$ cat config.mk
export PLATFORM = sky130hd
export DESIGN_NAME = prm_regs
export DESIGN_NICKNAME = d
export VERILOG_FILES = /design/src/hdl/prm_pkg.sv /design/src/hdl/prm_regs.sv
export VERILOG_INCLUDE_DIRS = /design/src /design/src/hdl
export SDC_FILE = /design/constraint.sdc
export NUM_CORES = 2
export LEC_CHECK = 0
export BUFFER_PORTS_ARGS = -buffer_cell sky130_fd_sc_hd__buf_2
export CORE_MARGIN = 8
export CORE_UTILIZATION = 62
export DETAILED_ROUTE_END_ITERATION = 7
export PLACE_DENSITY = 0.86
export SYNTH_ARGS = -nofsm -noshare
export SYNTH_HDL_FRONTEND = slang
export SYNTH_SLANG_ARGS = --single-unit
$ cat constraint.sdc
create_clock -name ref_clk -period 25.6 [get_ports ref_clk]
set_input_delay 0 -clock ref_clk [delete_from_list [all_inputs] [get_ports ref_clk]]
set_output_delay 0 -clock ref_clk [all_outputs]
set_load 0.03 [all_outputs]
$ cat src/hdl/prm_defs.svh
// Purpose: constants of the tone-pin routing and modulation register bank
// Assumes: register offsets are word addresses on the command port
// Notes:   included by the package and the testbench
//
// Summary of operation
// access mode picks write, set, clear, toggle
// code 000 routes command processor to pin
// code 001 forces the pin low
// code 010 routes front-panel input n
// per-pin invert bit inverts selected source
// codes at bits 11:3, inverts at 2:0
// reset bit requests synthesizer and processor reset
// controller waits 100 ms after reset request
// reset bit self-clears when reset completes
// commands during reset are flushed silently
// queued reset acts only when processor reaches it
// writes hit shadows; commit bit copies all
// scale for input 0, signed 18 bits
// scale for input 1, same format
// global offset, signed 24 bits
// polar offset keeps upper 16 of 24
// per-input offsets, signed 18 bits
// format 00 amplitude 14 bits, 01 phase
// format field drives synthesizer format lines
// each channel owns its own register set
// format 10 frequency, 11 polar 8+8
// sum scaled differences, drop 12 bits, add offset
// result saturates to unsigned 16 bits
// access modes touch only code and invert bits
`ifndef PRM_DEFS_SVH
`define PRM_DEFS_SVH

// ************************************************
// register offsets
// ************************************************
`define PRM_ADDR_W       9
`define PRM_ADDR_ROUTE   9'h088
`define PRM_ADDR_RESET   9'h08a
`define PRM_ADDR_SCALE0  9'h100
`define PRM_ADDR_SCALE1  9'h101
`define PRM_ADDR_GOFS    9'h102
`define PRM_ADDR_OFS0    9'h103
`define PRM_ADDR_OFS1    9'h104
`define PRM_ADDR_FMT     9'h105
`define PRM_ADDR_POLAR   9'h106

// ************************************************
// field layout
// ************************************************
`define PRM_WACT_MSB     31
`define PRM_WACT_LSB     30
`define PRM_COMMIT_BIT   29
`define PRM_RST_BIT      0
`define PRM_ROUTE_W      12
`define PRM_OP_LSB       3
`define PRM_POLAR_LSB    8
`define PRM_SHIFT        12

// ************************************************
// codes and reset values
// ************************************************
`define PRM_WACT_WRITE   2'h0
`define PRM_WACT_SET     2'h1
`define PRM_WACT_CLEAR   2'h2
`define PRM_WACT_TOGGLE  2'h3
`define PRM_SRC_CP       3'h0
`define PRM_SRC_LOW      3'h1
`define PRM_SRC_PANEL    3'h2
`define PRM_FMT_AM       2'h0
`define PRM_FMT_PM       2'h1
`define PRM_FMT_FM       2'h2
`define PRM_FMT_POLAR    2'h3
`define PRM_AM_MASK      16'hfffc
`define PRM_ROUTE_RST    12'h000
`define PRM_RESET_WAIT_MS 100

`endif

$ cat src/hdl/prm_pkg.sv
// Purpose: types of the tone-pin routing and modulation register bank
// Assumes: constants come from prm_defs.svh
// Notes:   one coefficient set is kept twice, shadow and effective
`include "prm_defs.svh"

package prm_pkg;

	typedef struct packed {
		logic [17:0] scale0;
		logic [17:0] scale1;
		logic [23:0] gofs;
		logic [17:0] ofs0;
		logic [17:0] ofs1;
		logic [1:0]  fmt;
		logic [15:0] polar;
	} prm_coef_t;

	typedef struct packed {
		logic [`PRM_ROUTE_W-1:0] route;
		logic                    rstReq;
		prm_coef_t               sh;
		prm_coef_t               eff;
		logic [2:0]              panelMeta;
		logic [2:0]              panelSync;
		logic [2:0]              pins;
		logic [15:0]             data;
		logic [1:0]              fmt;
	} prm_state_t;

endpackage : prm_pkg

$ cat src/hdl/prm_regs.sv
// Purpose: per-channel routing, synthesizer reset and modulation registers
// Assumes: one instance per output channel, all on ref_clk
// Notes:   written by the channel's command processor; no read-back bus
`timescale 1ns/10ps

module prm_regs
	import prm_pkg::*;
(
	// clock and reset
	input  wire logic                   ref_clk,
	input  wire logic                   nrst,
	// command processor register writes
	input  wire logic                   regWrEn,
	input  wire logic [`PRM_ADDR_W-1:0] regAddr,
	input  wire logic [31:0]            regWrData,
	// command processor, slot controller and front panel
	input  wire logic [2:0]             cpToneSel,
	input  wire logic                   cpResetDone,
	input  wire logic [2:0]             panelIn,
	// sampled analog inputs
	input  wire logic [15:0]            adcSample0,
	input  wire logic [15:0]            adcSample1,
	// synthesizer side
	output logic      [2:0]             toneSelPin,
	output logic      [15:0]            modData,
	output logic      [1:0]             modFormat,
	// status
	output logic                        synthResetReq,
	output logic                        cpQueueFlush,
	output logic      [`PRM_ROUTE_W-1:0] routeState
);

	// ************************************************
	// helper functions
	// ************************************************

	function automatic logic pin_drive(
		input logic [2:0] code,
		input logic       inv,
		input logic       cpSrc,
		input logic       panelSrc
	);
		logic src;
		case (code)
			// command processor path
			`PRM_SRC_CP: src = cpSrc;
			// forced low
			`PRM_SRC_LOW: src = 1'b0;
			// front-panel path
			`PRM_SRC_PANEL: src = panelSrc;
			// unlisted codes fall back to the processor path
			default: src = cpSrc;
		endcase
		// per-pin inversion
		return src ^ inv;
	endfunction : pin_drive

	// one scaled term, kept at full product width
	function automatic logic signed [35:0] mod_term(
		input logic [15:0] sample,
		input logic [17:0] ofs,
		input logic [17:0] scl
	);
		logic signed [17:0] diff;
		diff = $signed({sample[15], sample[15], sample}) - $signed(ofs);
		return diff * $signed(scl);
	endfunction : mod_term

	// clip to unsigned 16 bits
	function automatic logic [15:0] sat16(input logic signed [25:0] x);
		if (x < 26'sh0) begin
			return 16'h0000;
		end else if (x > 26'sh00ffff) begin
			return 16'hffff;
		end
		return x[15:0];
	endfunction : sat16

	// ************************************************
	// state
	// ************************************************

	prm_state_t st;
	prm_state_t next_st;

	logic                    wrRoute;
	logic                    wrReset;
	logic                    wrCoef;
	logic                    commit;
	logic [1:0]              wact;
	logic [`PRM_ROUTE_W-1:0] wdat;
	logic signed [35:0]      term0;
	logic signed [35:0]      term1;
	logic signed [36:0]      prodSum;
	logic signed [25:0]      sumLin;
	logic signed [25:0]      sumPhase;
	logic signed [25:0]      sumAmp;
	logic [15:0]             linWord;
	logic [15:0]             phaseWord;
	logic [15:0]             ampWord;

	// ************************************************
	// address decode
	// ************************************************

	// a queued write only arrives once the processor executes it
	assign wrRoute = regWrEn && (regAddr == `PRM_ADDR_ROUTE);
	assign wrReset = regWrEn && (regAddr == `PRM_ADDR_RESET);
	assign wrCoef  = regWrEn && (regAddr >= `PRM_ADDR_SCALE0)
	                         && (regAddr <= `PRM_ADDR_POLAR);
	assign commit  = wrCoef && regWrData[`PRM_COMMIT_BIT];
	assign wact    = regWrData[`PRM_WACT_MSB:`PRM_WACT_LSB];
	assign wdat    = regWrData[`PRM_ROUTE_W-1:0];

	// ************************************************
	// modulation math on effective coefficients
	// ************************************************

	always_comb begin
		term0     = mod_term(adcSample0, st.eff.ofs0, st.eff.scale0);
		term1     = mod_term(adcSample1, st.eff.ofs1, st.eff.scale1);
		// whole sum first, then low 12 bits dropped, then global offset
		// dropping bits per term would lose the carry between the two terms
		prodSum   = 37'(term0) + 37'(term1);
		sumLin    = 26'($signed(prodSum[36:`PRM_SHIFT]))
		          + 26'($signed(st.eff.gofs));
		// polar offset sits in bits 23:8, low byte ignored
		sumPhase  = 26'($signed(term0[35:`PRM_SHIFT]))
		          + 26'($signed({st.eff.polar, 8'h00}));
		sumAmp    = 26'($signed(term1[35:`PRM_SHIFT]))
		          + 26'($signed(st.eff.gofs));
		linWord   = sat16(sumLin);
		phaseWord = sat16(sumPhase);
		ampWord   = sat16(sumAmp);
	end

	// ************************************************
	// next state
	// ************************************************

	always_comb begin
		next_st = st;

		// access modes act on bits 11:0 only
		if (wrRoute) begin
			// write action select
			case (wact)
				`PRM_WACT_WRITE: next_st.route = wdat;
				`PRM_WACT_SET: next_st.route = st.route | wdat;
				`PRM_WACT_CLEAR: next_st.route = st.route & ~wdat;
				`PRM_WACT_TOGGLE: next_st.route = st.route ^ wdat;
				default: next_st.route = st.route;
			endcase
		end

		// cleared when the processor reset completes
		if (cpResetDone) begin
			next_st.rstReq = 1'b0;
		end
		// a new request wins over a same-cycle completion
		if (wrReset && regWrData[`PRM_RST_BIT]) begin
			next_st.rstReq = 1'b1;
		end

		// every coefficient write lands in the shadow set
		if (wrCoef) begin
			case (regAddr)
				// scale for input 0
				`PRM_ADDR_SCALE0: next_st.sh.scale0 = regWrData[17:0];
				// scale for input 1
				`PRM_ADDR_SCALE1: next_st.sh.scale1 = regWrData[17:0];
				// global offset
				`PRM_ADDR_GOFS: next_st.sh.gofs = regWrData[23:0];
				// per-input offsets
				`PRM_ADDR_OFS0: next_st.sh.ofs0 = regWrData[17:0];
				`PRM_ADDR_OFS1: next_st.sh.ofs1 = regWrData[17:0];
				`PRM_ADDR_FMT: next_st.sh.fmt = regWrData[1:0];
				// low 8 bits dropped
				`PRM_ADDR_POLAR: next_st.sh.polar = regWrData[23:`PRM_POLAR_LSB];
				default: next_st.sh = st.sh;
			endcase
		end
		// commit includes the value written alongside it
		if (commit) begin
			next_st.eff = next_st.sh;
		end

		// panel pins cross in through two flops
		next_st.panelMeta = panelIn;
		next_st.panelSync = st.panelMeta;

		for (int n = 0; n < 3; n++) begin
			// codes at 3n+3, invert at n
			next_st.pins[n] = pin_drive(st.route[`PRM_OP_LSB + 3*n +: 3],
			                            st.route[n], cpToneSel[n],
			                            st.panelSync[n]);
		end

		// format follows the data onto the parallel port
		next_st.fmt = st.eff.fmt;
		case (st.eff.fmt)
			// amplitude keeps upper 14 bits
			`PRM_FMT_AM: next_st.data = linWord & `PRM_AM_MASK;
			// phase uses all 16 bits
			`PRM_FMT_PM: next_st.data = linWord;
			// frequency uses all 16 bits
			`PRM_FMT_FM: next_st.data = linWord;
			// polar: phase byte high, amplitude byte low
			`PRM_FMT_POLAR: next_st.data = {phaseWord[15:8], ampWord[15:8]};
			default: next_st.data = linWord;
		endcase
	end

	// ************************************************
	// registers
	// ************************************************

	// one instance of all this per channel
	always_ff @(posedge ref_clk or negedge nrst) begin
		if (!nrst) begin
			st       <= '0;
			// all pins start on the processor path
			st.route <= `PRM_ROUTE_RST;
		end else begin
			st <= next_st;
		end
	end

	assign toneSelPin    = st.pins;
	assign modData       = st.data;
	assign modFormat     = st.fmt;
	assign synthResetReq = st.rstReq;
	// processor queue held empty while reset runs
	assign cpQueueFlush  = st.rstReq;
	assign routeState    = st.route;
endmodule : prm_regs

==> metrics.cfg <==
[route]
drt_iter0_markers=2203
via_per_inst=5.817
wl_met1_um=38880
detail-route-antenna-nets=0
detail_route.first_pass.iterations=7
wl_met2_um=48010
met3WireLength_um=7411
highest-signal-layer=met4
drt-wirelength-per-cell_um=18.95
drt_drc_violations_left=0
routed-via-count=30340
finalWirelength_um=98870

[status]
run_status=finished, violations left
violations=hold timing

[setup_path]
timing.critical_path.slowest_cell_delay_ps=810
reg2reg_setup_slack_ps=11080
critical_path.max_fanout=18
arrival_ps=14930
critical_path.top_delay_family=compound AO/OA/AOI/OAI gates
cp_common_cell=fa_1
crit_path_start_kind=register
worstPathRequired_ps=26010
critical_path.n_buffers_inverters=5
critical_path_class=register to register
reg2reg_to=modData[11]
r2r_cells=52
setup.worst_path.end_class=register
critical_path.slowest_cell=a21oi_2
launch_point_of_the_worst_reg_to_reg_path=st[45]

[finish]
drive_gt1_share_pct=9.720
area_growth_syn_to_layout_pct=6.030
finish.net_count=5410
antenna_cells_inserted=0

[timing]
timing.max_slew.rel_slack_pct=17.70
worst_clock_skew_ps=52.15
timing.final.setup_violations=0
slew_viol_final=0
finalCritPeriodShare_pct=56.72
holdWs_ps=-6.184
setup_total_negative_slack_ps=0
rsz_0062_raised_after_global_routing=false
maxClockFrequency_ghz=0.06887
hold_violations=2
minimum_clock_period_ps=14520
slew_at_the_pin_closest_to_its_max_slew_limit_ps=1228

[grt]
maximum_number_of_pins_on_one_net_before_global_route_repair=174
antenna_violations_before_repair=4
grt_overflow=0
groute.usage.overall_pct=27.12
first_global_vias=32910
global_route_wire_length_before_repair_um=164400

[yosys]
synth_area_um2=40860
synth.yosys.seq_area_share_pct=16.41
yosys_register_bits=268
edff_count_synth=0
synth_top_cells_by_count=inv_1, fa_1, nand2_1
mapped_avg_cell_area_um2=9.478
largest_cells_by_area_after_synthesis=fa_1, dfrtp_1, ha_1
synth_top_cell_by_area=fa_1
synth-main-ff-cell=dfrtp_1
syn-instance-count=4311
postSynthNetCount=5392
synth_cell_types=83
post-synth-top-count-cell=inv_1
asyncSetResetFlopFracSynth_pct=100.0
ys_warn_count=0
top_area_cell_type_share_of_the_netlist_area_pct=31.85

[pwr]
pwr-share-seq_pct=23.0
power.net_switching_w=0.0009283
static-leakage-power_nw=23.00
comb_power_share_pct=55.6
power.total_w=0.002012
p_sw_share_pct=46.15
p_int_w=0.001083
vdd.ir_drop.worst_v=0.00009002
share_of_total_power_in_the_clock_network_pct=21.4
pwr_density_cell_nw_per_um2=46.43

[clock_tree]
cts_num_sinks=268
resized_cells_post_cts=0
tritoncts=yes
clkTransAtPathRegs_ps=60
cts_max_path_buffers=3
tritoncts.num_buffers=30
h_tree_levels=1
clock_insertion_delay_worst_skew_ps=620
cts.root.buffer_cell=clkbuf_16

[die]
ios=118
start_util_pct=62.37
floorplan.core_area_um2=65510
rows=94
die_footprint_um2=74370
floorplan.die.height_um=272.7
dieWidth_um=272.7

[placement]
dpl.hpwl_um=76990
routability_congestion=0.9222
buffer_ports.inserted=112

[run]
max_cap_viol_count=0

[min_path]
hold_class=input port to async pin

worst reg2reg max path, delay by kind of cell (launching register included):
kind                       cells  cell delay, ps
buffers and inverters          5             270
and+or+nand+nor                9            2210
DFF                            1             360
AOI/OAI and AO/OA             25            6780
xor gates and xnor gates       2             390
adders and majority gates     11            4310
flip-flops by register name (all words and copies together), names as in the netlist:
signal / cells
st: 229
toneSelPin: 3
next_st: 5
modFormat: 2
routeState: 12
cpQueueFlush: 1
modData: 16
cells by family (layout without fill, tap and decap cells):
logic type,after synthesis,count (layout),share of synthesized area [%]
buffers and inverters,1010,1051,9.597
AOI/OAI and AO/OA,548,548,8.547
muxes,204,204,5.659
DFF,268,268,16.41
and+or+nand+nor,1102,1102,13.36
xor gates and xnor gates,174,174,3.748
adders and majority gates,1005,1005,42.68
how the worst max path moves through the flow:
stage / startpoint / end / slack (ps) / cells past startpoint
floorplan: st[45] / modData[5] / 13990 / 54
global placement: st[45] / modData[2] / 11690 / 52
detailed placement: st[45] / modData[3] / 11480 / 52
CTS: st[45] / modData[3] / 11330 / 52
global route: st[64] / modData[5] / 10370 / 50
finish: st[45] / modData[11] / 11080 / 52
power groups by stage:
stage               Combinational (W)  Sequential (W)  Clock (W)
global route                  0.00122        0.000465   0.000451
finish                        0.00112        0.000463   0.000430
global placement              0.00106        0.000469          0
floorplan                    0.000800        0.000464          0
detailed placement            0.00108        0.000469          0
CTS                           0.00110        0.000462   0.000434
placed cells by master (no fill, tap or decap), types with 8 or more instances in the layout:
master and instances:
a211o_1 8, a211oi_1 17, a21o_1 57, a21oi_1 168
a31oi_1 13, and2_1 322, and3_1 10, buf_2 111
buf_4 20, clkbuf_16 30, dfrtp_1 268, dlygate4sd3_1 34
fa_1 650, ha_1 348, inv_1 829, mux2_2 196
nand2_1 385, nand2b_1 39, nand3_1 22, nand4_1 15
nor2_1 179, nor2b_1 51, nor3_1 34, o211ai_1 36
o21a_1 23, o21ai_0 119, o21bai_1 20, o221ai_1 8
or3_1 14, xnor2_1 106, xnor2_2 16, xor2_1 51
area by class of cell:
| class | count | area (um^2) |
|---|---|---|
| clock inverters | 14 | 125.1 |
| repair buffers | 167 | 1081 |
| clock buffers | 41 | 852.1 |
| fillers | 4850 | 22190 |
| well taps | 864 | 1081 |
| flip-flops and latches | 268 | 6706 |
| inverters | 829 | 3112 |
| multi-input cells | 3033 | 30370 |
routing by layer:
layer / vias to the layer above / track usage [%]
met1: 15290 / 35.16
met3: 291 / 3.898
met5: - / 0
met2: 1249 / 45.66
met4: 0 / 11.08
li1: 13510 / -
per-stage QoR:
step           area [um^2]  hold slack (ps)  setup slack [ps]  cells  util (%)
6_report             43320           -6.184             11080   5216     66.13
5_1_grt              43320            20.60             10370   5216     66.13
4_1_cts              43320            6.638             11330   5216     66.13
3_5_place_dp         42010            76.99             11480   5127     64.12
3_3_place_gp         42010            68.39             11690   5127     64.12
2_1_floorplan        40860           -295.6             13990   4311         -
repair_timing:
action                                 in CTS  in global routing
buffers inserted                            0                  0
hold buffers                               34                  0
endpoints found under the hold margin     242                  0
No activity file was read; power rests on OpenSTA's default activity.
